===== src/kds_defines.svh =====
// Notes on behaviour
// - Key byte: control, shift, row, column.
// - Sensor mode copies return lines per row.
// - Sensor mode ignores shift and control.
// - Strobe rising edge pushes return lines.
// - Left entry: address 0 leftmost.
// - Left entry wraps back to leftmost.
// - Right entry shifts left, fills rightmost.
// - Right entry drops leftmost character.
// - Auto increment advances write address.
// - No auto increment: same address.
// - Eight characters scan twice as fast.
// - Status shows FIFO count and errors.
// - Push into full FIFO flags overrun.
// - Read of empty FIFO flags underrun.
// - Busy bit while clear runs.
// - Sensor change sets status bit.
// - Special error mode shows multi-key error.
// - 10 us cycle, 80 us rows, debounce.
// - Digit 480 us on, 160 us blank.
// - Status readable at status address.
// - Clear takes one scan, blocks data writes.
// - Full FIFO drops key, sets overrun.
// - Data writes go to display address.
`ifndef KDS_DEFINES_SVH
`define KDS_DEFINES_SVH

// Timing
`define KDS_CLK_MHZ 100
`define KDS_ICYC_US 10
`define KDS_ICYC_CLKS (`KDS_ICYC_US * `KDS_CLK_MHZ)
`define KDS_ROW_US 80
`define KDS_ROW_TICKS (`KDS_ROW_US / `KDS_ICYC_US)
`define KDS_DEBOUNCE_US 10300
`define KDS_DEBOUNCE_TICKS (`KDS_DEBOUNCE_US / `KDS_ICYC_US)
`define KDS_DIGON_US 480
`define KDS_BLANK_US 160
`define KDS_DIGIT_TICKS ((`KDS_DIGON_US + `KDS_BLANK_US) / `KDS_ICYC_US)
`define KDS_BLANK_TICKS (`KDS_BLANK_US / `KDS_ICYC_US)

// Register offsets
`define KDS_OFS_CTRL 4'h0
`define KDS_OFS_CMD 4'h1
`define KDS_OFS_DADDR 4'h2
`define KDS_OFS_DDATA 4'h3
`define KDS_OFS_FIFO 4'h4
`define KDS_OFS_STATUS 4'h5
`define KDS_SENSOR_SEL 3

// Control fields
`define KDS_CTRL_MODE 0
`define KDS_CTRL_DISP8 2
`define KDS_CTRL_RIGHT 3
`define KDS_CTRL_SPECERR 4
`define KDS_CTRL_RESET 8'h00

// Command and address fields
`define KDS_CMD_CLR_DISP 0
`define KDS_CMD_CLR_FIFO 1
`define KDS_CMD_CLR_ALL 2
`define KDS_DADDR_AI 4
`define KDS_CLEAR_CODE 8'h00

// FIFO and status layout
`define KDS_FIFO_DEPTH 8
`define KDS_ST_BUSY 7
`define KDS_ST_SE 6
`define KDS_ST_UNDER 5
`define KDS_ST_OVER 4
`define KDS_ST_FULL 3

`endif


===== src/kds_pkg.sv =====
`default_nettype none
package kds_pkg;
	typedef enum logic [1:0] {KDS_KEY2, KDS_KEYN, KDS_SENSOR, KDS_STROBE} kds_mode_t;
	typedef enum logic [1:0] {KDS_IDLE, KDS_DEBOUNCE, KDS_HELD} kds_kst_t;
endpackage
`default_nettype wire


===== src/kds_dram_if.sv =====
`timescale 1ns/1ps
`default_nettype none
interface kds_dram_if;
	logic we;
	logic [3:0] waddr;
	logic [7:0] wdata;
	logic [3:0] raddr;
	logic [7:0] rdata;
	modport ctrl (output we, output waddr, output wdata, output raddr, input rdata);
	modport mem (input we, input waddr, input wdata, input raddr, output rdata);
endinterface
`default_nettype wire


===== src/kds_dram.sv =====
`timescale 1ns/1ps
`default_nettype none
module kds_dram (
	input wire logic clk_i,
	input wire logic ce_i,
	kds_dram_if.mem dram
);
	logic [7:0] mem_r [16];

	// One write port, registered read for the scan
	always_ff @(posedge clk_i) begin
		if (ce_i) begin
			if (dram.we) begin
				mem_r[dram.waddr] <= dram.wdata;
			end
			dram.rdata <= mem_r[dram.raddr];
		end
	end
endmodule // kds_dram
`default_nettype wire


===== src/kds_top.sv =====
// Chosen here: strobed register access and the address map.
`timescale 1ns/1ps
`default_nettype none
`include "kds_defines.svh"
module kds_top (
	input wire logic CLK_I,
	input wire logic RSTN_I,
	input wire logic CE_I,
	input wire logic [3:0] ADDR_I,
	input wire logic [7:0] WDATA_I,
	input wire logic WR_I,
	input wire logic RD_I,
	output logic [7:0] RDATA_O,
	input wire logic [7:0] RET_I,
	input wire logic SHIFT_I,
	input wire logic CTRL_STB_I,
	output logic [2:0] SCAN_O,
	output logic [3:0] DIGIT_O,
	output logic [7:0] DISP_DATA_O,
	output logic DISP_BLANK_O
);
	import kds_pkg::*;

	kds_dram_if dram();

	logic [7:0] ctrl_r;
	logic [3:0] daddr_r;
	logic ai_r;
	logic [3:0] base_r;
	logic [9:0] icyc_r;
	logic [2:0] rowt_r;
	logic [2:0] row_r;
	logic [5:0] digt_r;
	logic [3:0] digit_r;
	logic clr_busy_r;
	logic [3:0] clr_ptr_r;
	logic [7:0] ret_m;
	logic [7:0] ret_s;
	logic shift_m;
	logic shift_s;
	logic cstb_m;
	logic cstb_s;
	logic cstb_d;
	kds_kst_t kst_r;
	logic [2:0] key_row_r;
	logic [2:0] key_col_r;
	logic [10:0] deb_r;
	logic err_r;
	logic overrun_r;
	logic underrun_r;
	logic sen_chg_r;
	logic [7:0] fifo_mem [`KDS_FIFO_DEPTH];
	logic [2:0] wptr_r;
	logic [2:0] rptr_r;
	logic [3:0] cnt_r;
	logic [7:0] sensor_ram [8];

	kds_mode_t mode;
	logic disp8;
	logic right;
	logic spec;
	logic [3:0] nmask;
	logic kbd;
	logic tick;
	logic row_end;
	logic dig_end;
	logic wr_ctrl;
	logic wr_cmd;
	logic wr_daddr;
	logic wr_ddata;
	logic rd_fifo;
	logic host_wr;
	logic clr_disp;
	logic clr_fifo;
	logic clr_all;
	logic stb_rise;
	logic other_key;
	logic key_ready;
	logic multi_set;
	logic push_req;
	logic push_ok;
	logic pop_ok;
	logic full;
	logic empty;
	logic [7:0] push_data;
	logic [7:0] status;

	kds_dram u_dram (
		.clk_i(CLK_I),
		.ce_i(CE_I),
		.dram(dram)
	);

	// Lowest closed return line wins
	function automatic logic [2:0] first_col(input logic [7:0] v);
		first_col = 3'h0;
		for (int i = 7; i >= 0; i--) begin
			if (v[i]) begin
				first_col = 3'(i);
			end
		end
	endfunction

	// Mode fields
	assign mode = kds_mode_t'(ctrl_r[`KDS_CTRL_MODE +: 2]);
	assign disp8 = ctrl_r[`KDS_CTRL_DISP8];
	assign right = ctrl_r[`KDS_CTRL_RIGHT];
	assign spec = ctrl_r[`KDS_CTRL_SPECERR];
	assign nmask = disp8 ? 4'h7 : 4'hf;
	assign kbd = (mode == KDS_KEY2) || (mode == KDS_KEYN);

	// Register write and FIFO read decode
	always_comb begin
		wr_ctrl = 1'b0;
		wr_cmd = 1'b0;
		wr_daddr = 1'b0;
		wr_ddata = 1'b0;
		rd_fifo = 1'b0;
		if (WR_I && ADDR_I == `KDS_OFS_CTRL) begin
			wr_ctrl = 1'b1;
		end else if (WR_I && ADDR_I == `KDS_OFS_CMD) begin
			wr_cmd = 1'b1;
		end else if (WR_I && ADDR_I == `KDS_OFS_DADDR) begin
			wr_daddr = 1'b1;
		end else if (WR_I && ADDR_I == `KDS_OFS_DDATA) begin
			wr_ddata = 1'b1;
		end else if (RD_I && ADDR_I == `KDS_OFS_FIFO) begin
			rd_fifo = 1'b1;
		end
	end

	assign clr_all = wr_cmd && WDATA_I[`KDS_CMD_CLR_ALL];
	assign clr_disp = wr_cmd && WDATA_I[`KDS_CMD_CLR_DISP] || clr_all;
	assign clr_fifo = wr_cmd && WDATA_I[`KDS_CMD_CLR_FIFO] || clr_all;
	assign host_wr = wr_ddata && !clr_busy_r;

	// Control register
	always_ff @(posedge CLK_I or negedge RSTN_I) begin
		if (!RSTN_I) begin
			ctrl_r <= `KDS_CTRL_RESET;
		end else if (CE_I && wr_ctrl) begin
			ctrl_r <= WDATA_I;
		end
	end

	// Internal cycle divider; clear all restarts the chain
	assign tick = icyc_r == 10'(`KDS_ICYC_CLKS - 1);
	assign row_end = tick && rowt_r == 3'(`KDS_ROW_TICKS - 1);
	assign dig_end = tick && digt_r == 6'(`KDS_DIGIT_TICKS - 1);
	always_ff @(posedge CLK_I or negedge RSTN_I) begin
		if (!RSTN_I) begin
			icyc_r <= 10'h000;
			rowt_r <= 3'h0;
			row_r <= 3'h0;
			digt_r <= 6'h00;
			digit_r <= 4'h0;
		end else if (CE_I) begin
			if (clr_all) begin
				icyc_r <= 10'h000;
				rowt_r <= 3'h0;
				row_r <= 3'h0;
				digt_r <= 6'h00;
				digit_r <= 4'h0;
			end else begin
				icyc_r <= tick ? 10'h000 : icyc_r + 10'h001;
				if (tick) begin
					rowt_r <= rowt_r + 3'h1;
					digt_r <= dig_end ? 6'h00 : digt_r + 6'h01;
				end
				if (row_end) begin
					row_r <= row_r + 3'h1;
				end
				if (dig_end) begin
					digit_r <= (digit_r + 4'h1) & nmask;
				end
			end
		end
	end

	// Pin synchronisers; the edge detector looks only at later stages
	always_ff @(posedge CLK_I or negedge RSTN_I) begin
		if (!RSTN_I) begin
			ret_m <= 8'h00;
			ret_s <= 8'h00;
			shift_m <= 1'b0;
			shift_s <= 1'b0;
			cstb_m <= 1'b0;
			cstb_s <= 1'b0;
			cstb_d <= 1'b0;
		end else if (CE_I) begin
			ret_m <= RET_I;
			ret_s <= ret_m;
			shift_m <= SHIFT_I;
			shift_s <= shift_m;
			cstb_m <= CTRL_STB_I;
			cstb_s <= cstb_m;
			cstb_d <= cstb_s;
		end
	end
	assign stb_rise = cstb_s && !cstb_d;

	// Clear sweep: one address per digit period, one full scan
	always_ff @(posedge CLK_I or negedge RSTN_I) begin
		if (!RSTN_I) begin
			clr_busy_r <= 1'b0;
			clr_ptr_r <= 4'h0;
		end else if (CE_I) begin
			if (clr_disp) begin
				clr_busy_r <= 1'b1;
				clr_ptr_r <= 4'h0;
			end else if (clr_busy_r && dig_end) begin
				clr_ptr_r <= clr_ptr_r + 4'h1;
				if (clr_ptr_r == nmask) begin
					clr_busy_r <= 1'b0;
				end
			end
		end
	end

	// Display address, auto increment and right entry base
	always_ff @(posedge CLK_I or negedge RSTN_I) begin
		if (!RSTN_I) begin
			daddr_r <= 4'h0;
			ai_r <= 1'b0;
			base_r <= 4'h0;
		end else if (CE_I) begin
			if (wr_daddr) begin
				daddr_r <= WDATA_I[3:0];
				ai_r <= WDATA_I[`KDS_DADDR_AI];
			end else if (host_wr && ai_r) begin
				daddr_r <= (daddr_r + 4'h1) & nmask;
			end
			if (clr_disp) begin
				base_r <= 4'h0;
			end else if (host_wr) begin
				base_r <= (daddr_r + 4'h1) & nmask;
			end
		end
	end

	// Write port: clear sweep has the port while busy
	assign dram.we = clr_busy_r ? dig_end : host_wr;
	assign dram.waddr = clr_busy_r ? clr_ptr_r : daddr_r;
	assign dram.wdata = clr_busy_r ? `KDS_CLEAR_CODE : WDATA_I;
	// Right entry rotates so the newest character sits rightmost
	assign dram.raddr = right ? ((digit_r + base_r) & nmask) : digit_r;

	// Display pins; blanking at digit start hides the read latency
	always_ff @(posedge CLK_I or negedge RSTN_I) begin
		if (!RSTN_I) begin
			DIGIT_O <= 4'h0;
			DISP_DATA_O <= 8'h00;
			DISP_BLANK_O <= 1'b1;
			SCAN_O <= 3'h0;
		end else if (CE_I) begin
			DIGIT_O <= digit_r;
			DISP_DATA_O <= dram.rdata;
			DISP_BLANK_O <= digt_r < 6'(`KDS_BLANK_TICKS) || clr_busy_r;
			SCAN_O <= row_r;
		end
	end

	// Key detection helpers
	assign other_key = (row_r != key_row_r) ? |ret_s : |(ret_s & ~(8'h01 << key_col_r));
	assign key_ready = kbd && row_end && kst_r == KDS_DEBOUNCE && row_r == key_row_r
		&& deb_r == 11'h000 && ret_s[key_col_r];
	assign multi_set = mode == KDS_KEYN && spec && row_end && kst_r == KDS_DEBOUNCE && other_key;

	// Key state machine, evaluated once per scanned row
	always_ff @(posedge CLK_I or negedge RSTN_I) begin
		if (!RSTN_I) begin
			kst_r <= KDS_IDLE;
			key_row_r <= 3'h0;
			key_col_r <= 3'h0;
		end else if (CE_I) begin
			if (!kbd || clr_all) begin
				kst_r <= KDS_IDLE;
			end else if (row_end) begin
				case (kst_r)
					KDS_IDLE: begin
						if (|ret_s) begin
							key_row_r <= row_r;
							key_col_r <= first_col(ret_s);
							kst_r <= KDS_DEBOUNCE;
						end
					end
					KDS_DEBOUNCE: begin
						if (mode == KDS_KEY2 && other_key) begin
							kst_r <= KDS_IDLE; // Two keys together: wait for one alone
						end else if (row_r == key_row_r && deb_r == 11'h000) begin
							kst_r <= ret_s[key_col_r] ? KDS_HELD : KDS_IDLE;
						end
					end
					KDS_HELD: begin
						if (row_r == key_row_r && !ret_s[key_col_r]) begin
							kst_r <= KDS_IDLE; // One entry per depression
						end
					end
					default: kst_r <= KDS_IDLE;
				endcase
			end
		end
	end

	// Debounce interval in internal cycles
	always_ff @(posedge CLK_I or negedge RSTN_I) begin
		if (!RSTN_I) begin
			deb_r <= 11'(`KDS_DEBOUNCE_TICKS);
		end else if (CE_I) begin
			if (kst_r != KDS_DEBOUNCE) begin
				deb_r <= 11'(`KDS_DEBOUNCE_TICKS);
			end else if (tick && deb_r != 11'h000) begin
				deb_r <= deb_r - 11'h001;
			end
		end
	end

	// FIFO source selection; a set error freezes entry
	assign push_req = key_ready || (mode == KDS_STROBE && stb_rise);
	assign push_data = key_ready ? {cstb_s, shift_s, key_row_r, key_col_r} : ret_s;
	assign full = cnt_r == 4'(`KDS_FIFO_DEPTH);
	assign empty = cnt_r == 4'h0;
	assign push_ok = push_req && !full && !err_r;
	assign pop_ok = rd_fifo && !empty;

	// FIFO storage, one slot per generate pass
	genvar g;
	generate
		for (g = 0; g < `KDS_FIFO_DEPTH; g++) begin : g_fifo
			always_ff @(posedge CLK_I) begin
				if (CE_I && push_ok && wptr_r == 3'(g)) begin
					fifo_mem[g] <= push_data;
				end
			end
		end
	endgenerate

	// FIFO pointers and fill count
	always_ff @(posedge CLK_I or negedge RSTN_I) begin
		if (!RSTN_I) begin
			wptr_r <= 3'h0;
			rptr_r <= 3'h0;
			cnt_r <= 4'h0;
		end else if (CE_I) begin
			if (clr_fifo) begin
				wptr_r <= 3'h0;
				rptr_r <= 3'h0;
				cnt_r <= 4'h0;
			end else begin
				wptr_r <= wptr_r + 3'(push_ok);
				rptr_r <= rptr_r + 3'(pop_ok);
				cnt_r <= cnt_r + 4'(push_ok) - 4'(pop_ok);
			end
		end
	end

	// Sensor image, rows written straight from return lines
	generate
		for (g = 0; g < 8; g++) begin : g_sensor
			always_ff @(posedge CLK_I or negedge RSTN_I) begin
				if (!RSTN_I) begin
					sensor_ram[g] <= 8'h00;
				end else if (CE_I && mode == KDS_SENSOR && row_end && row_r == 3'(g)) begin
					sensor_ram[g] <= ret_s;
				end
			end
		end
	endgenerate

	// Sticky flags; a set in the clearing cycle wins
	always_ff @(posedge CLK_I or negedge RSTN_I) begin
		if (!RSTN_I) begin
			overrun_r <= 1'b0;
			underrun_r <= 1'b0;
			err_r <= 1'b0;
			sen_chg_r <= 1'b0;
		end else if (CE_I) begin
			overrun_r <= (push_req && full) || (overrun_r && !clr_fifo);
			underrun_r <= (rd_fifo && empty) || (underrun_r && !clr_fifo);
			err_r <= multi_set || (err_r && !clr_fifo);
			sen_chg_r <= (mode == KDS_SENSOR && row_end && ret_s != sensor_ram[row_r])
				|| (sen_chg_r && !clr_fifo);
		end
	end

	// Status byte
	always_comb begin
		status = {5'h00, cnt_r[2:0]};
		status[`KDS_ST_FULL] = full;
		status[`KDS_ST_OVER] = overrun_r;
		status[`KDS_ST_UNDER] = underrun_r;
		status[`KDS_ST_SE] = (mode == KDS_SENSOR) ? sen_chg_r : err_r;
		status[`KDS_ST_BUSY] = clr_busy_r;
	end

	// Read data, valid only in the cycle after the strobe
	always_ff @(posedge CLK_I or negedge RSTN_I) begin
		if (!RSTN_I) begin
			RDATA_O <= 8'h00;
		end else if (CE_I) begin
			if (!RD_I) begin
				RDATA_O <= 8'h00;
			end else if (ADDR_I[`KDS_SENSOR_SEL]) begin
				RDATA_O <= sensor_ram[ADDR_I[2:0]];
			end else if (ADDR_I == `KDS_OFS_STATUS) begin
				RDATA_O <= status;
			end else if (ADDR_I == `KDS_OFS_FIFO) begin
				RDATA_O <= empty ? 8'h00 : fifo_mem[rptr_r];
			end else if (ADDR_I == `KDS_OFS_CTRL) begin
				RDATA_O <= ctrl_r;
			end else if (ADDR_I == `KDS_OFS_DADDR) begin
				RDATA_O <= {3'h0, ai_r, daddr_r};
			end else begin
				RDATA_O <= 8'h00;
			end
		end
	end
endmodule // kds_top
`default_nettype wire


===== config.mk =====
export PLATFORM = sky130hd
export DESIGN_NAME = kds_top
export DESIGN_NICKNAME = d
export VERILOG_FILES = /design/src/kds_pkg.sv /design/src/kds_dram_if.sv /design/src/kds_dram.sv /design/src/kds_top.sv
export VERILOG_INCLUDE_DIRS = /design/src
export SDC_FILE = /design/constraint.sdc
export NUM_CORES = 1
export LEC_CHECK = 0
export BUFFER_PORTS_ARGS = -buffer_cell sky130_fd_sc_hd__buf_2
export CAP_MARGIN = 20
export CORE_UTILIZATION = 55
export DETAILED_ROUTE_END_ITERATION = 8
export GPL_TIMING_DRIVEN = 0
export PLACE_DENSITY = 0.72
export REMOVE_ABC_BUFFERS = 1
export SLEW_MARGIN = 20
export SYNTH_ARGS = -nofsm -noshare
export SYNTH_HDL_FRONTEND = slang
export SYNTH_HIERARCHICAL = 1
export SYNTH_SLANG_ARGS = --single-unit

===== constraint.sdc =====
create_clock -name CLK_I -period 8.1 [get_ports CLK_I]
set_input_delay 0.81 -clock CLK_I [delete_from_list [all_inputs] [get_ports CLK_I]]
set_output_delay 0.81 -clock CLK_I [all_outputs]
set_load 0.05 [all_outputs]

# [Word-level counts from Yosys, hierarchy flattened]
# Memories as Yosys holds them, arrays and structs flattened. A register that Yosys moved wholly into a read port is not among the register bits.
# Index checks and enable logic that the tools add are counted.
[totals] rom_bits=0 elab_cells=339 register_bits=190 memories=2 latch_bits=0 ramBits=192 output_inout_bits=24
[mem_list] name="u_dram.mem_r" words=16 width=8 rd=1 rd_ports_with_merged_regs=1 write_ports=1 line="kds_dram.sv:8" text="logic [7:0] mem_r [16];"
[mem_list] name="fifo_mem" words=8 width=8 rd=1 rd_ports_with_merged_regs=0 write_ports=1 line="kds_top.sv:52" text="logic [7:0] fifo_mem [`KDS_FIFO_DEPTH];"
[classes] n_addsub=13 order_cmp=4 muxes=119 div=0 reduce_logical=114 n_eq_ne=36 n_bitwise=8 mul=0 shift=1
[op_table] operator="8-bit two-way mux" n=19
[op_table] operator="8-bit OR reduction" n=9
[op_table] operator="3-bit two-way mux" n=21
[op_table] operator="1-bit logical AND" n=59
[op_table] operator="8-bit binary-select mux with 3-bit select" n=2
[op_table] operator="1-bit two-way mux" n=48
[op_table] operator="4-bit two-way mux" n=12
[op_table] operator="3-bit == test, second input constant" n=9
[op_table] operator="11-bit two-way mux" n=2
[op_table] operator="10-bit two-way mux" n=2
[op_table] operator="6-bit two-way mux" n=3
[op_table] operator="2-bit nonzero test" n=9
[op_table] operator="2-bit AND reduction" n=8
[op_table] operator="2-bit two-way mux" n=7
[op_table] operator="4-bit by 1-bit adder with 4-bit output, second input constant" n=3
[op_table] operator="4-bit AND" n=3
[op_table] operator="3-bit by 2-bit == test with 1-bit output, second input constant" n=4
[op_table] operator="11-bit logical NOT" n=1
[op_table] operator="11-bit nonzero test" n=1
[op_table] operator="11-bit by 1-bit subtractor with 11-bit output, second input constant" n=1
[op_table] operator="10-bit by 1-bit adder with 10-bit output, second input constant" n=1
[op_table] operator="10-bit == test, second input constant" n=1
[op_table] operator="1-bit logical OR" n=10
[op_table] operator="5-bit AND reduction" n=2
[op_table] operator="other kinds (37)" n=58

# [Logic depth before layout (Yosys ltp)]
# Gate-level depths: netlist of the first run.
[depth] depth_word=22 ltp_mapped=15 mapped_depth_nobuf=15

# [Modules after synthesis]
# The synthesis of the first run kept the hierarchy.
[modules_own_cells] mod="kds_top" n_inst=1 cells_each=1005 area_per_inst_um2=12694.7
[modules_own_cells] mod="kds_dram" n_inst=1 cells_each=230 area_per_inst_um2=5232.5

# [Worst setup path after synthesis of the first run]
# No wires, ideal clock.
[synth_path] path_kind="input-to-reg" from="in ADDR_I[3]" to="mem u_dram.mem_r[0][0], enable pin" setup_time_ns=0.383 path_slack_ns=4.921 n_path_buf=1 cell_stages=7 arrival_ns=2.796 path_cell_list="buf_2 -> nor3b_2 -> nand3_1 -> o21ai_0 -> nand2_1 -> or3_1 -> nor3_1"
[synth_between] elab_chain_len=11
[synth_lines] element="start, declared" line="kds_top.sv:9" text="input wire logic [3:0] ADDR_I,"
[synth_lines] element="4-bit by 2-bit == test with 1-bit output (no line)"
[synth_lines] element="1-bit logical AND (no line)"
[synth_lines] element="1-bit two-way mux" line="kds_top.sv:125" text="end else if (WR_I && ADDR_I == `KDS_OFS_DDATA) begin"
[synth_lines] element="1-bit two-way mux" line="kds_top.sv:123" text="end else if (WR_I && ADDR_I == `KDS_OFS_DADDR) begin"
[synth_lines] element="1-bit two-way mux" line="kds_top.sv:121" text="end else if (WR_I && ADDR_I == `KDS_OFS_CMD) begin"
[synth_lines] element="1-bit two-way mux (*)" line="kds_top.sv:119" text="if (WR_I && ADDR_I == `KDS_OFS_CTRL) begin"
[synth_lines] element="1-bit logical AND (*)" line="kds_top.sv:135" text="assign host_wr = wr_ddata && !clr_busy_r;"
[synth_lines] element="1-bit two-way mux (*)" line="kds_top.sv:242" text="assign dram.we = clr_busy_r ? dig_end : host_wr;"
[synth_lines] element="named net dram.we" line="kds_dram_if.sv:4" text="logic we;"
[synth_lines] element="1-bit two-way mux (*)" line="kds_dram.sv:13" text="if (dram.we) begin"
[synth_lines] element="1-bit two-way mux (*)" line="kds_dram.sv:12" text="if (ce_i) begin"
[synth_lines] element="1-bit two-way mux (implied by the code) (*)" line="kds_dram.sv:14" text="mem_r[dram.waddr] <= dram.wdata;"
[synth_lines] element="end, declared" line="kds_dram.sv:8"
# The timed path passes the listed nets; every way through them passes the cells marked *.

# [Worst setup path in the final report of the first run]
[layout_path] from="reg deb_r[0]" to="reg cnt_r[2]"
[layout_between] elab_chain_len=9
[layout_lines] element="start, declared" line="kds_top.sv:47" text="logic [10:0] deb_r;"
[layout_lines] element="start signal, assigned" line="kds_top.sv:308" text="deb_r <= 11'(`KDS_DEBOUNCE_TICKS);"
[layout_lines] element="start signal, assigned" line="kds_top.sv:311" text="deb_r <= 11'(`KDS_DEBOUNCE_TICKS);"
[layout_lines] element="start signal, assigned" line="kds_top.sv:313" text="deb_r <= deb_r - 11'h001;"
[layout_lines] element="11-bit logical NOT" line="kds_top.sv:266" text="&& deb_r == 11'h000 && ret_s[key_col_r];"
[layout_lines] element="1-bit logical AND (2 in series)" line="kds_top.sv:266"
[layout_lines] element="1-bit logical OR" line="kds_top.sv:319" text="assign push_req = key_ready || (mode == KDS_STROBE && stb_rise);"
[layout_lines] element="1-bit logical AND (2 in series)" line="kds_top.sv:323" text="assign push_ok = push_req && !full && !err_r;"
[layout_lines] element="4-bit by 1-bit adder with 4-bit output" line="kds_top.sv:352" text="cnt_r <= cnt_r + 4'(push_ok) - 4'(pop_ok);"
[layout_lines] element="4-bit by 1-bit subtractor with 4-bit output" line="kds_top.sv:352"
[layout_lines] element="4-bit two-way mux" line="kds_top.sv:345" text="if (clr_fifo) begin"
[layout_lines] element="end signal, assigned" line="kds_top.sv:352"
[layout_lines] element="end, declared" line="kds_top.sv:55" text="logic [3:0] cnt_r;"
# Every way passes these cells.
# A chain may end at the register's enable or synchronous reset.

==> results.json, run 1 <==
{
  "area_growth_pct": 11.3,
  "dr.pass1.iters": 6,
  "start_kind": "flip-flop",
  "rsz0062_at_grt": "false",
  "yosys-top-cells-area": "edfxtp_1 (34%), dfrtp_1 (26%), mux4_2 (7.5%)",
  "synthAdderAreaFrac_pct": 2.18,
  "ys_seq_area_share_pct": 60.1,
  "grt_pass1_vias": 10800,
  "final_cell_area_um2": 20000,
  "synth_commonest_cells": "edfxtp_1 (200), dfrtp_1 (186), mux2_2 (94), nand2_1 (86), nor2_1 (70)",
  "clkLatencyLatePin_ns": 0.56,
  "diodes": 0,
  "p_leak_nw": 7.83,
  "place.gp.congestion": 0.882,
  "cts-root-buf": "clkbuf_16",
  "cts_resized": 0,
  "cts_buffers": 40,
  "viasPerCell": 6.14,
  "yosysWarningCount": 6,
  "holdWs_ns": 0.141,
  "num_rows": 65,
  "fill_cells": 2291,
  "hold_violations": 0,
  "ys_async_sr_fraction_pct": 48.7,
  "coreArea_um2": 31800,
  "synthesis.area_um2": 17900,
  "synthFlopType": "edfxtp_1",
  "total_power_mw": 4.97,
  "antenna_left": 0,
  "worst_pin_slew_ns": 1.11,
  "die-area_um2": 33300,
  "postCtsHoldBufs": 0,
  "setup_violations": 0,
  "synth-simple-area-share_pct": 7.95,
  "dp_hpwl_um": 24900,
  "ys_ff_latch": 390,
  "place_ws_ns": 4.10,
  "synth_edf_count": 200,
  "place_area_um2": 18600,
  "crit_type": "reg2reg",
  "synth_area_per_cell_um2": 14.5,
  "clk_pin_slew_ns": 0.06,
  "cp.arrival_ns": 3.99,
  "grt_pass1_wl_um": 60900,
  "yosys-mux-area-fraction_pct": 19.6,
  "slew_headroom_pct": 25.6,
  "finalWirelength_um": 38400,
  "gr-total-overflow": 0,
  "track_usage_pct": 23.9,
  "grt_max_degree": 79,
  "finalClockSkew_ns": 0.0371,
  "yosysMostFrequentCell": "edfxtp_1",
  "powerDensity_nw_per_um2": 249,
  "place.port_buffers": 50,
  "synth_compound_area_share_pct": 6.15,
  "status": "completed",
  "synthDominantCellAreaShare_pct": 33.5,
  "required_ns": 8.49,
  "final_cells": 1732,
  "min_period_ns": 3.60,
  "crit_fanout": 4,
  "cts_sinks": 390,
  "dp.cells": 1658,
  "boundaryPins": 51,
  "route.detailed.drc": 0,
  "drt_iter0_drc": 978,
  "antenna_found_initial": 0,
  "synth_cell_types": 75,
  "htree_levels": 2,
  "wl_per_cell_um": 22.2,
  "die_x_um": 183,
  "die_h_um": 183,
  "route.vias.total": 10600,
  "tns_ns": 0,
  "vdd_drop_max_v": 0.000200,
  "tritoncts": "yes",
  "multiInputGateArea_um2": 6790,
  "maxCapViolations": 0,
  "regArea_um2": 10800,
  "fin_util_pct": 62.8,
  "synth_top_family_by_area": "multiplexers",
  "end_kind": "flip-flop",
  "yosysTopAreaCell": "edfxtp_1",
  "slew_viol_final": 0,
  "netlist_instances": 1235,
  "synth_xor_area_share_pct": 1.71,
  "drive_gt1_share_pct": 23.0,
  "worstHoldPathType": "in2async",
  "fmax_mhz": 278,
  "setup_slack_ns": 4.50,
  "clockBufferDepth": 3,
  "fin_crit_sh_pct": 44.5,
  "post_cts_buffers": 0,
  "start_util_pct": 56.4,
  "nets": 1323
}
## metal layers
metal / track usage, % / vias up / part of all wire, %
li1: - / 4786 / -
met2: 39.6 / 333 / 49
met4: 7.39 / 0 / 2.5
met5: 0 / - / 0
met3: 2.95 / 69 / 4.8
met1: 33.3 / 5442 / 43
## cell families after synthesis
| group | count (synthesis) |
|---|---|
| mux | 237 |
| buf+inv | 92 |
| compound gates | 164 |
| simple gates | 287 |
| flops | 390 |
| fa+ha+maj | 30 |
| xor+xnor | 35 |
## final timing paths
path,cells after the start,to,slack [ns],start
min in group CLK_I,1,DISP_DATA_O[2]$_DFFE_PN0P_,0.48,u_dram/dram.rdata[2]$_DFFE_PP_
worst max register to register,14,cnt_r[2]$_DFFE_PN0P_,4.50,deb_r[0]$_DFFE_PN0P_
worst min register to register,1,DISP_DATA_O[2]$_DFFE_PN0P_,0.48,u_dram/dram.rdata[2]$_DFFE_PP_
worst max-delay path,14,cnt_r[2]$_DFFE_PN0P_,4.50,deb_r[0]$_DFFE_PN0P_
worst min-delay path,1,base_r[3]$_DFFE_PN0P_,0.14,RSTN_I
max in group asynchronous,3,key_col_r[1]$_DFFE_PN0P_,6.89,RSTN_I
## final cells by class
| class | count | share of cell area, % |
|---|---|---|
| Clock buffer | 48 | 5.27 |
| Clock inverter | 25 | 1.62 |
| Inverter | 24 | 0.451 |
| Multi-Input combinational cell | 753 | 34.0 |
| Sequential cell | 390 | 53.9 |
| Tap cell | 435 | 2.73 |
| Timing Repair Buffer | 57 | 1.98 |
## critical path, cell delays in order, from the launching register on
cell	delay, ns
dfrtp_1	0.38
inv_1	0.11
ha_1	0.16
or4b_1	0.49
nor4_4	0.36
nand3_1	0.20
o21ai_1	0.33
and2_1	0.22
inv_2	0.04
ha_1	0.26
inv_1	0.04
ha_1	0.20
fa_1	0.41
xnor2_1	0.16
o22ai_1	0.08
## registers in the layout, indices dropped and copies added (netlist names), 6 cells and up
signal,flops
icyc_r,10
RDATA_O,8
u_dram/dram.rdata,8
digt_r,6
DISP_DATA_O,8
ctrl_r,8
u_dram/mem_r,128
deb_r,11
ret_s,8
sensor_ram,64
fifo_mem,64
ret_m,8
## layout by cell type (no fill, tap or decap), types with 14 or more instances in the layout
| cell | count |
|---|---|
| edfxtp_1 | 200 |
| xor2_1 | 17 |
| a22oi_1 | 19 |
| a21oi_1 | 16 |
| mux4_1 | 14 |
| mux2_2 | 93 |
| mux2_1 | 32 |
| nand3_1 | 25 |
| mux4_2 | 60 |
| nand2_1 | 86 |
| nor2_1 | 69 |
| o21ai_0 | 49 |
| clkbuf_16 | 40 |
| inv_1 | 22 |
| dfrtp_1 | 184 |
| mux2i_1 | 36 |
| ha_1 | 28 |
| buf_2 | 48 |
| xnor2_1 | 18 |
## report_power, final
part | internal (mW) | leakage, nW | switching (mW)
Combinational | 0.315 | 2.82 | 0.402
Clock | 1.13 | 0.668 | 0.782
Sequential | 2.21 | 4.34 | 0.133
Note: power is estimated with default switching activity, not from simulation.
==> run 2, diff against run 1 <==
==> constraint.sdc (replaced) <==
create_clock -name CLK_I -period 3.6 [get_ports CLK_I]
set_input_delay 0.36 -clock CLK_I [delete_from_list [all_inputs] [get_ports CLK_I]]
set_output_delay 0.36 -clock CLK_I [all_outputs]
set_load 0.05 [all_outputs]
==> results.json, run 2 (same netlist as run 1, synthesis figures left out) <==
{
  "holdWs_ns": 0.0341,
  "finalWirelength_um": 38400,
  "worstPathCellList": "inv_2 -> ha_1 -> or4b_4 -> nor4_4 -> nand3_2 -> o21ai_4 -> and2_4 -> inv_2 -> ha_1 -> inv_1 -> ha_1 -> fa_1 -> xnor2_1 -> o22ai_1",
  "slew_headroom_pct": 26.3,
  "area_growth_pct": 11.6,
  "timing.critical_path.mode_cell": "ha_1",
  "cts_sinks": 390,
  "dr.pass1.iters": 5,
  "setup_violations": 0,
  "num_rows": 65,
  "route.detailed.drc": 0,
  "power.switching_mw": 2.96,
  "start_util_pct": 56.4,
  "fmax_mhz": 291,
  "drt_iter0_drc": 958,
  "p_int_mw": 8.23,
  "r2r-start": "deb_r[0]$_DFFE_PN0P_",
  "final_cell_mix": "edfxtp_1 (200), dfrtp_1 (184), mux2_2 (93)",
  "die_x_um": 183,
  "boundaryPins": 51,
  "nets": 1327,
  "wl_per_cell_um": 22.1,
  "fill_cells": 2282,
  "pwr-share-clk_pct": 38.4,
  "final_common_cell": "edfxtp_1",
  "top_regs": "u_dram/mem_r (128), fifo_mem (64), sensor_ram (64)",
  "fin_crit_sh_pct": 95.5,
  "antenna_left": 0,
  "rsz0062_at_grt": "false",
  "finalClockSkew_ns": 0.0362,
  "powerDensity_nw_per_um2": 559,
  "final_cell_area_um2": 20000,
  "cp_slowest_cell": "or4b_4",
  "largest_reg_flops": 128,
  "track_usage_pct": 23.9,
  "start_kind": "flip-flop",
  "dp_hpwl_um": 24900,
  "min_period_ns": 3.44,
  "tritoncts": "yes",
  "route.vias.total": 10700,
  "gr-total-overflow": 0,
  "slew_viol_final": 0,
  "grt_pass1_wl_um": 61000,
  "diodes": 0,
  "cts_buffers": 40,
  "drive_gt1_share_pct": 23.5,
  "multiInputGateArea_um2": 6810,
  "vdd_drop_max_v": 0.000453,
  "die_h_um": 183,
  "worst_pin_slew_ns": 1.10,
  "grt_pass1_vias": 10800,
  "tns_ns": 0,
  "end_kind": "flip-flop",
  "cp_slowest_stage_delay_ns": 0.47,
  "place.port_buffers": 50,
  "p_comb_share_pct": 14.4,
  "min-delay-start": "RET_I[5]",
  "maxCapViolations": 0,
  "total_power_mw": 11.2,
  "viasPerCell": 6.14,
  "crit_fanout": 4,
  "required_ns": 3.99,
  "die-area_um2": 33300,
  "antenna_found_initial": 0,
  "regArea_um2": 10800,
  "clkLatencyLatePin_ns": 0.56,
  "htree_levels": 2,
  "coreArea_um2": 31800,
  "grt_max_degree": 79,
  "place.gp.congestion": 0.882,
  "place_area_um2": 18600,
  "seqPwrFrac_pct": 47.2,
  "clockBufferDepth": 3,
  "startpoint": "deb_r[0]$_DFFE_PN0P_",
  "p_leak_nw": 7.85,
  "status": "completed",
  "clk_pin_slew_ns": 0.06,
  "regMostFlops": "u_dram/mem_r",
  "worstHoldPathType": "in2reg",
  "crit_type": "reg2reg",
  "cts-root-buf": "clkbuf_16",
  "cp.arrival_ns": 3.83,
  "hold_violations": 0,
  "sw_frac_of_total_pct": 26.4
}
[run 2: cell types whose count changed in the layout (fill, tap and decap cells not counted), sizes merged]
cell	change
buf	+3
dlygate4sd3	+1
[run 2: layout make-up]
cell class / count / area share [%]
clock buffer: 48 / 5.25
sequential: 390 / 53.8
tap: 435 / 2.72
timing repair buffer: 61 / 2.14
multi-input combinational: 753 / 34.0
inverter: 24 / 0.450
clock inverter: 25 / 1.61
[run 2: path summary, 6_finish.rpt]
kind                                               to  slack [ns]  cells past startpoint
setup / recovery                 cnt_r[2]$_DFFE_PN0P_        0.16                     14
hold / removal                   ret_m[5]$_DFFE_PN0P_        0.03                      2
setup reg to reg                 cnt_r[2]$_DFFE_PN0P_        0.16                     14
hold reg to reg            DISP_DATA_O[2]$_DFFE_PN0P_        0.48                      1
max in group asynchronous  sensor_ram[48]$_DFFE_PN0P_        2.25                      4
min in group asynchronous      daddr_r[2]$_DFFE_PN0P_        0.29                      2
[run 2: timing repair]
item / CTS / global route
endpoints found under the setup margin: 0 / 9
gates resized for setup: 0 / 6
hold buffers: 1 / 0
setup buffers: 0 / 3
endpoints found under the hold margin: 36 / 0
[run 2: routing by layer]
| metal | track usage, % | wire length, um | up-vias |
|---|---|---|---|
| met3 | 2.95 | 1860 | 62 |
| li1 | - | - | 4790 |
| met4 | 7.39 | 879 | 0 |
| met5 | 0 | 0 | - |
| met1 | 33.3 | 16600 | 5470 |
| met2 | 39.7 | 19100 | 330 |
[run 2: worst max-delay path, delay by kind of cell, from the launching register on]
kind	cells	cell delay, ns
and+or+nand+nor	4	1.27
AOI/OAI and AO/OA	2	0.31
adders and majority gates	4	1.01
buffers and inverters	3	0.15
xor gates and xnor gates	1	0.14
DFF	1	0.39
[run 2: metrics by stage]
stage          utilization (%)  cells  setup slack [ns]
3_5_place_dp              58.4   1658            0.0519
2_1_floorplan                -   1167            0.0519
3_3_place_gp              57.8   1652             -1.48
6_report                  62.9   1736             0.162
4_1_cts                   62.7   1732            0.0187
5_1_grt                   62.9   1736           0.00298
[run 2: power by group through the flow]
stage               Sequential (mW)  Clock (mW)  Combinational [mW]
finish                         5.28        4.29                1.62
global route                   5.31        4.55                1.76
CTS                            5.27        4.37                1.62
detailed placement             5.36           0                1.61
global placement               5.35           0                1.54
floorplan                      5.39           0                1.01
==> run 3, diff against run 2 <==
--- a/config.mk
+++ b/config.mk
@@ -12,6 +12,7 @@
 export DETAILED_ROUTE_END_ITERATION = 8
 export GPL_TIMING_DRIVEN = 0
 export PLACE_DENSITY = 0.72
+export RECOVER_POWER = 50
 export REMOVE_ABC_BUFFERS = 1
 export SLEW_MARGIN = 20
 export SYNTH_ARGS = -nofsm -noshare
==> results.json, run 3 (same netlist as run 1, synthesis figures left out) <==
{
  "largest_reg_flops": 128,
  "setup_violations": 0,
  "rsz0062_at_grt": "false",
  "regArea_um2": 10800,
  "violations": "capacitance limit, slew limit",
  "worstPathCellList": "inv_2 -> ha_1 -> or4b_4 -> nor4_4 -> nand3_2 -> o21ai_4 -> and2_4 -> inv_2 -> ha_1 -> inv_1 -> ha_1 -> fa_1 -> xnor2_1 -> o22ai_1",
  "cp.arrival_ns": 3.82,
  "min-delay-start": "RET_I[5]",
  "pwr-share-clk_pct": 38.5,
  "track_usage_pct": 23.9,
  "vdd_drop_max_v": 0.000453,
  "final_common_cell": "edfxtp_1",
  "crit_type": "reg2reg",
  "fill_cells": 2306,
  "drive_gt1_share_pct": 21.1,
  "dp.cells": 1658,
  "seqPwrFrac_pct": 47.2,
  "finalWirelength_um": 38500,
  "area_growth_pct": 11.2,
  "grt_max_degree": 79,
  "p_int_mw": 8.21,
  "place.port_buffers": 50,
  "antenna_found_initial": 0,
  "r2r_end": "cnt_r[2]$_DFFE_PN0P_",
  "die_x_um": 183,
  "gr-total-overflow": 0,
  "total_power_mw": 11.2,
  "regMostFlops": "u_dram/mem_r",
  "drt_iter0_drc": 967,
  "place.gp.congestion": 0.882,
  "viasPerCell": 6.12,
  "clkLatencyLatePin_ns": 0.56,
  "tns_ns": 0,
  "setup_slack_ns": 0.166,
  "cts_buffers": 40,
  "dr.pass1.iters": 5,
  "powerDensity_nw_per_um2": 561,
  "top_regs": "u_dram/mem_r (128), fifo_mem (64), sensor_ram (64)",
  "slew_headroom_pct": -44.3,
  "diodes": 0,
  "wl_per_cell_um": 22.2,
  "route.detailed.drc": 0,
  "tritoncts": "yes",
  "status": "finished with violations",
  "route.vias.total": 10600,
  "clockBufferDepth": 3,
  "grt_pass1_vias": 10800,
  "power.switching_mw": 2.96,
  "end_kind": "flip-flop",
  "clk_pin_slew_ns": 0.06,
  "p_leak_nw": 7.75,
  "nets": 1327,
  "maxCapViolations": 1,
  "rr_worst_depth": 14,
  "required_ns": 3.99,
  "fin_crit_sh_pct": 95.4,
  "p_comb_share_pct": 14.3,
  "r2r-start": "deb_r[0]$_DFFE_PN0P_",
  "coreArea_um2": 31800,
  "worstHoldPathType": "in2reg",
  "crit_fanout": 4,
  "die-area_um2": 33300,
  "cp_slowest_stage_delay_ns": 0.47,
  "num_rows": 65,
  "htree_levels": 2,
  "sw_frac_of_total_pct": 26.5,
  "dp_hpwl_um": 24900,
  "cp_slowest_cell": "or4b_4",
  "start_util_pct": 56.4,
  "worst_pin_slew_ns": 2.16,
  "finalClockSkew_ns": 0.0384,
  "slew_viol_final": 37,
  "grt_pass1_wl_um": 61000,
  "min_period_ns": 3.43,
  "timing.critical_path.mode_cell": "ha_1",
  "die_h_um": 183,
  "fmax_mhz": 291,
  "cts_sinks": 390,
  "place_ws_ns": 0.0519,
  "antenna_left": 0,
  "holdWs_ns": 0.0324,
  "hold_depth": 2,
  "start_kind": "flip-flop",
  "final_cells": 1736,
  "final_cell_mix": "edfxtp_1 (200), dfrtp_1 (184), mux2_2 (93)",
  "cts-root-buf": "clkbuf_16",
  "min_to": "ret_m[5]$_DFFE_PN0P_",
  "hold_violations": 0,
  "reg2reg_slack_ns": 0.17,
  "boundaryPins": 51,
  "multiInputGateArea_um2": 6800
}
==> run 3: cell count changes in the layout (fill, tap and decap cells not counted), sizes merged <==
cell    delta
buf       -26
clkbuf    +26
==> run 3: cell type report <==
type                    count  share of cell area [%]
flip-flops and latches    390                    54.0
multi-input cells         753                    34.1
clock buffers              48                    5.27
well taps                 435                    2.73
repair buffers             61                    1.84
clock inverters            25                    1.62
inverters                  24                   0.452
==> run 3: metal layers <==
layer  part of all wire (%)  track usage, %  wire, um  vias up
met5                      0               0         0        -
met4                    2.3            7.39       891        0
met3                    4.5            2.95      1750       61
met2                     50            39.7     19200      326
met1                     43            33.3     16700     5460
li1                       -               -         -     4785
==> run 3: critical path: cells and delay by family (launching register included) <==
kind,cells,cell delay (ns)
fa+ha+maj,4,1.01
compound gates,2,0.31
flops,1,0.39
buf+inv,3,0.15
simple gates,4,1.27
xor+xnor,1,0.14
==> run 3: per-stage QoR <==
stage / area, um2 / util, %
final: 19900 / 62.7
after global routing: 19900 / 62.7
after CTS: 19900 / 62.7
after detailed placement: 18600 / 58.4
after global placement: 18400 / 57.8
after floorplan: 17600 / -
==> run 3: worst max path at each step <==
stage,from,endpoint,slack [ns],cells past startpoint
finish,deb_r[0]$_DFFE_PN0P_,cnt_r[2]$_DFFE_PN0P_,0.17,14
global route,deb_r[0]$_DFFE_PN0P_,cnt_r[2]$_DFFE_PN0P_,0.003,14
CTS,deb_r[0]$_DFFE_PN0P_,cnt_r[2]$_DFFE_PN0P_,0.02,14
detailed placement,CE_I,deb_r[6]$_DFFE_PN0P_,0.05,7
global placement,digit_r[0]$_DFFE_PN0P_,u_dram/dram.rdata[3]$_DFFE_PP_,-1.48,7
floorplan,digit_r[0]$_DFFE_PN0P_,u_dram/dram.rdata[0]$_DFFE_PP_,0.05,7
==> run 3: what timing repair did <==
item	4_1_cts	5_1_grt
resized for setup	0	6
hold buffers	1	0
hold endpoints to repair	36	0
setup endpoints to repair	0	9
setup buffers	0	3
==> run 3: power by group through the flow <==
stage / combinational (mW) / sequential [mW] / clock, mW
floorplan: 1.01 / 5.39 / 0
global placement: 1.54 / 5.35 / 0
detailed placement: 1.61 / 5.36 / 0
CTS: 1.62 / 5.27 / 4.37
global route: 1.74 / 5.31 / 4.55
finish: 1.60 / 5.28 / 4.30
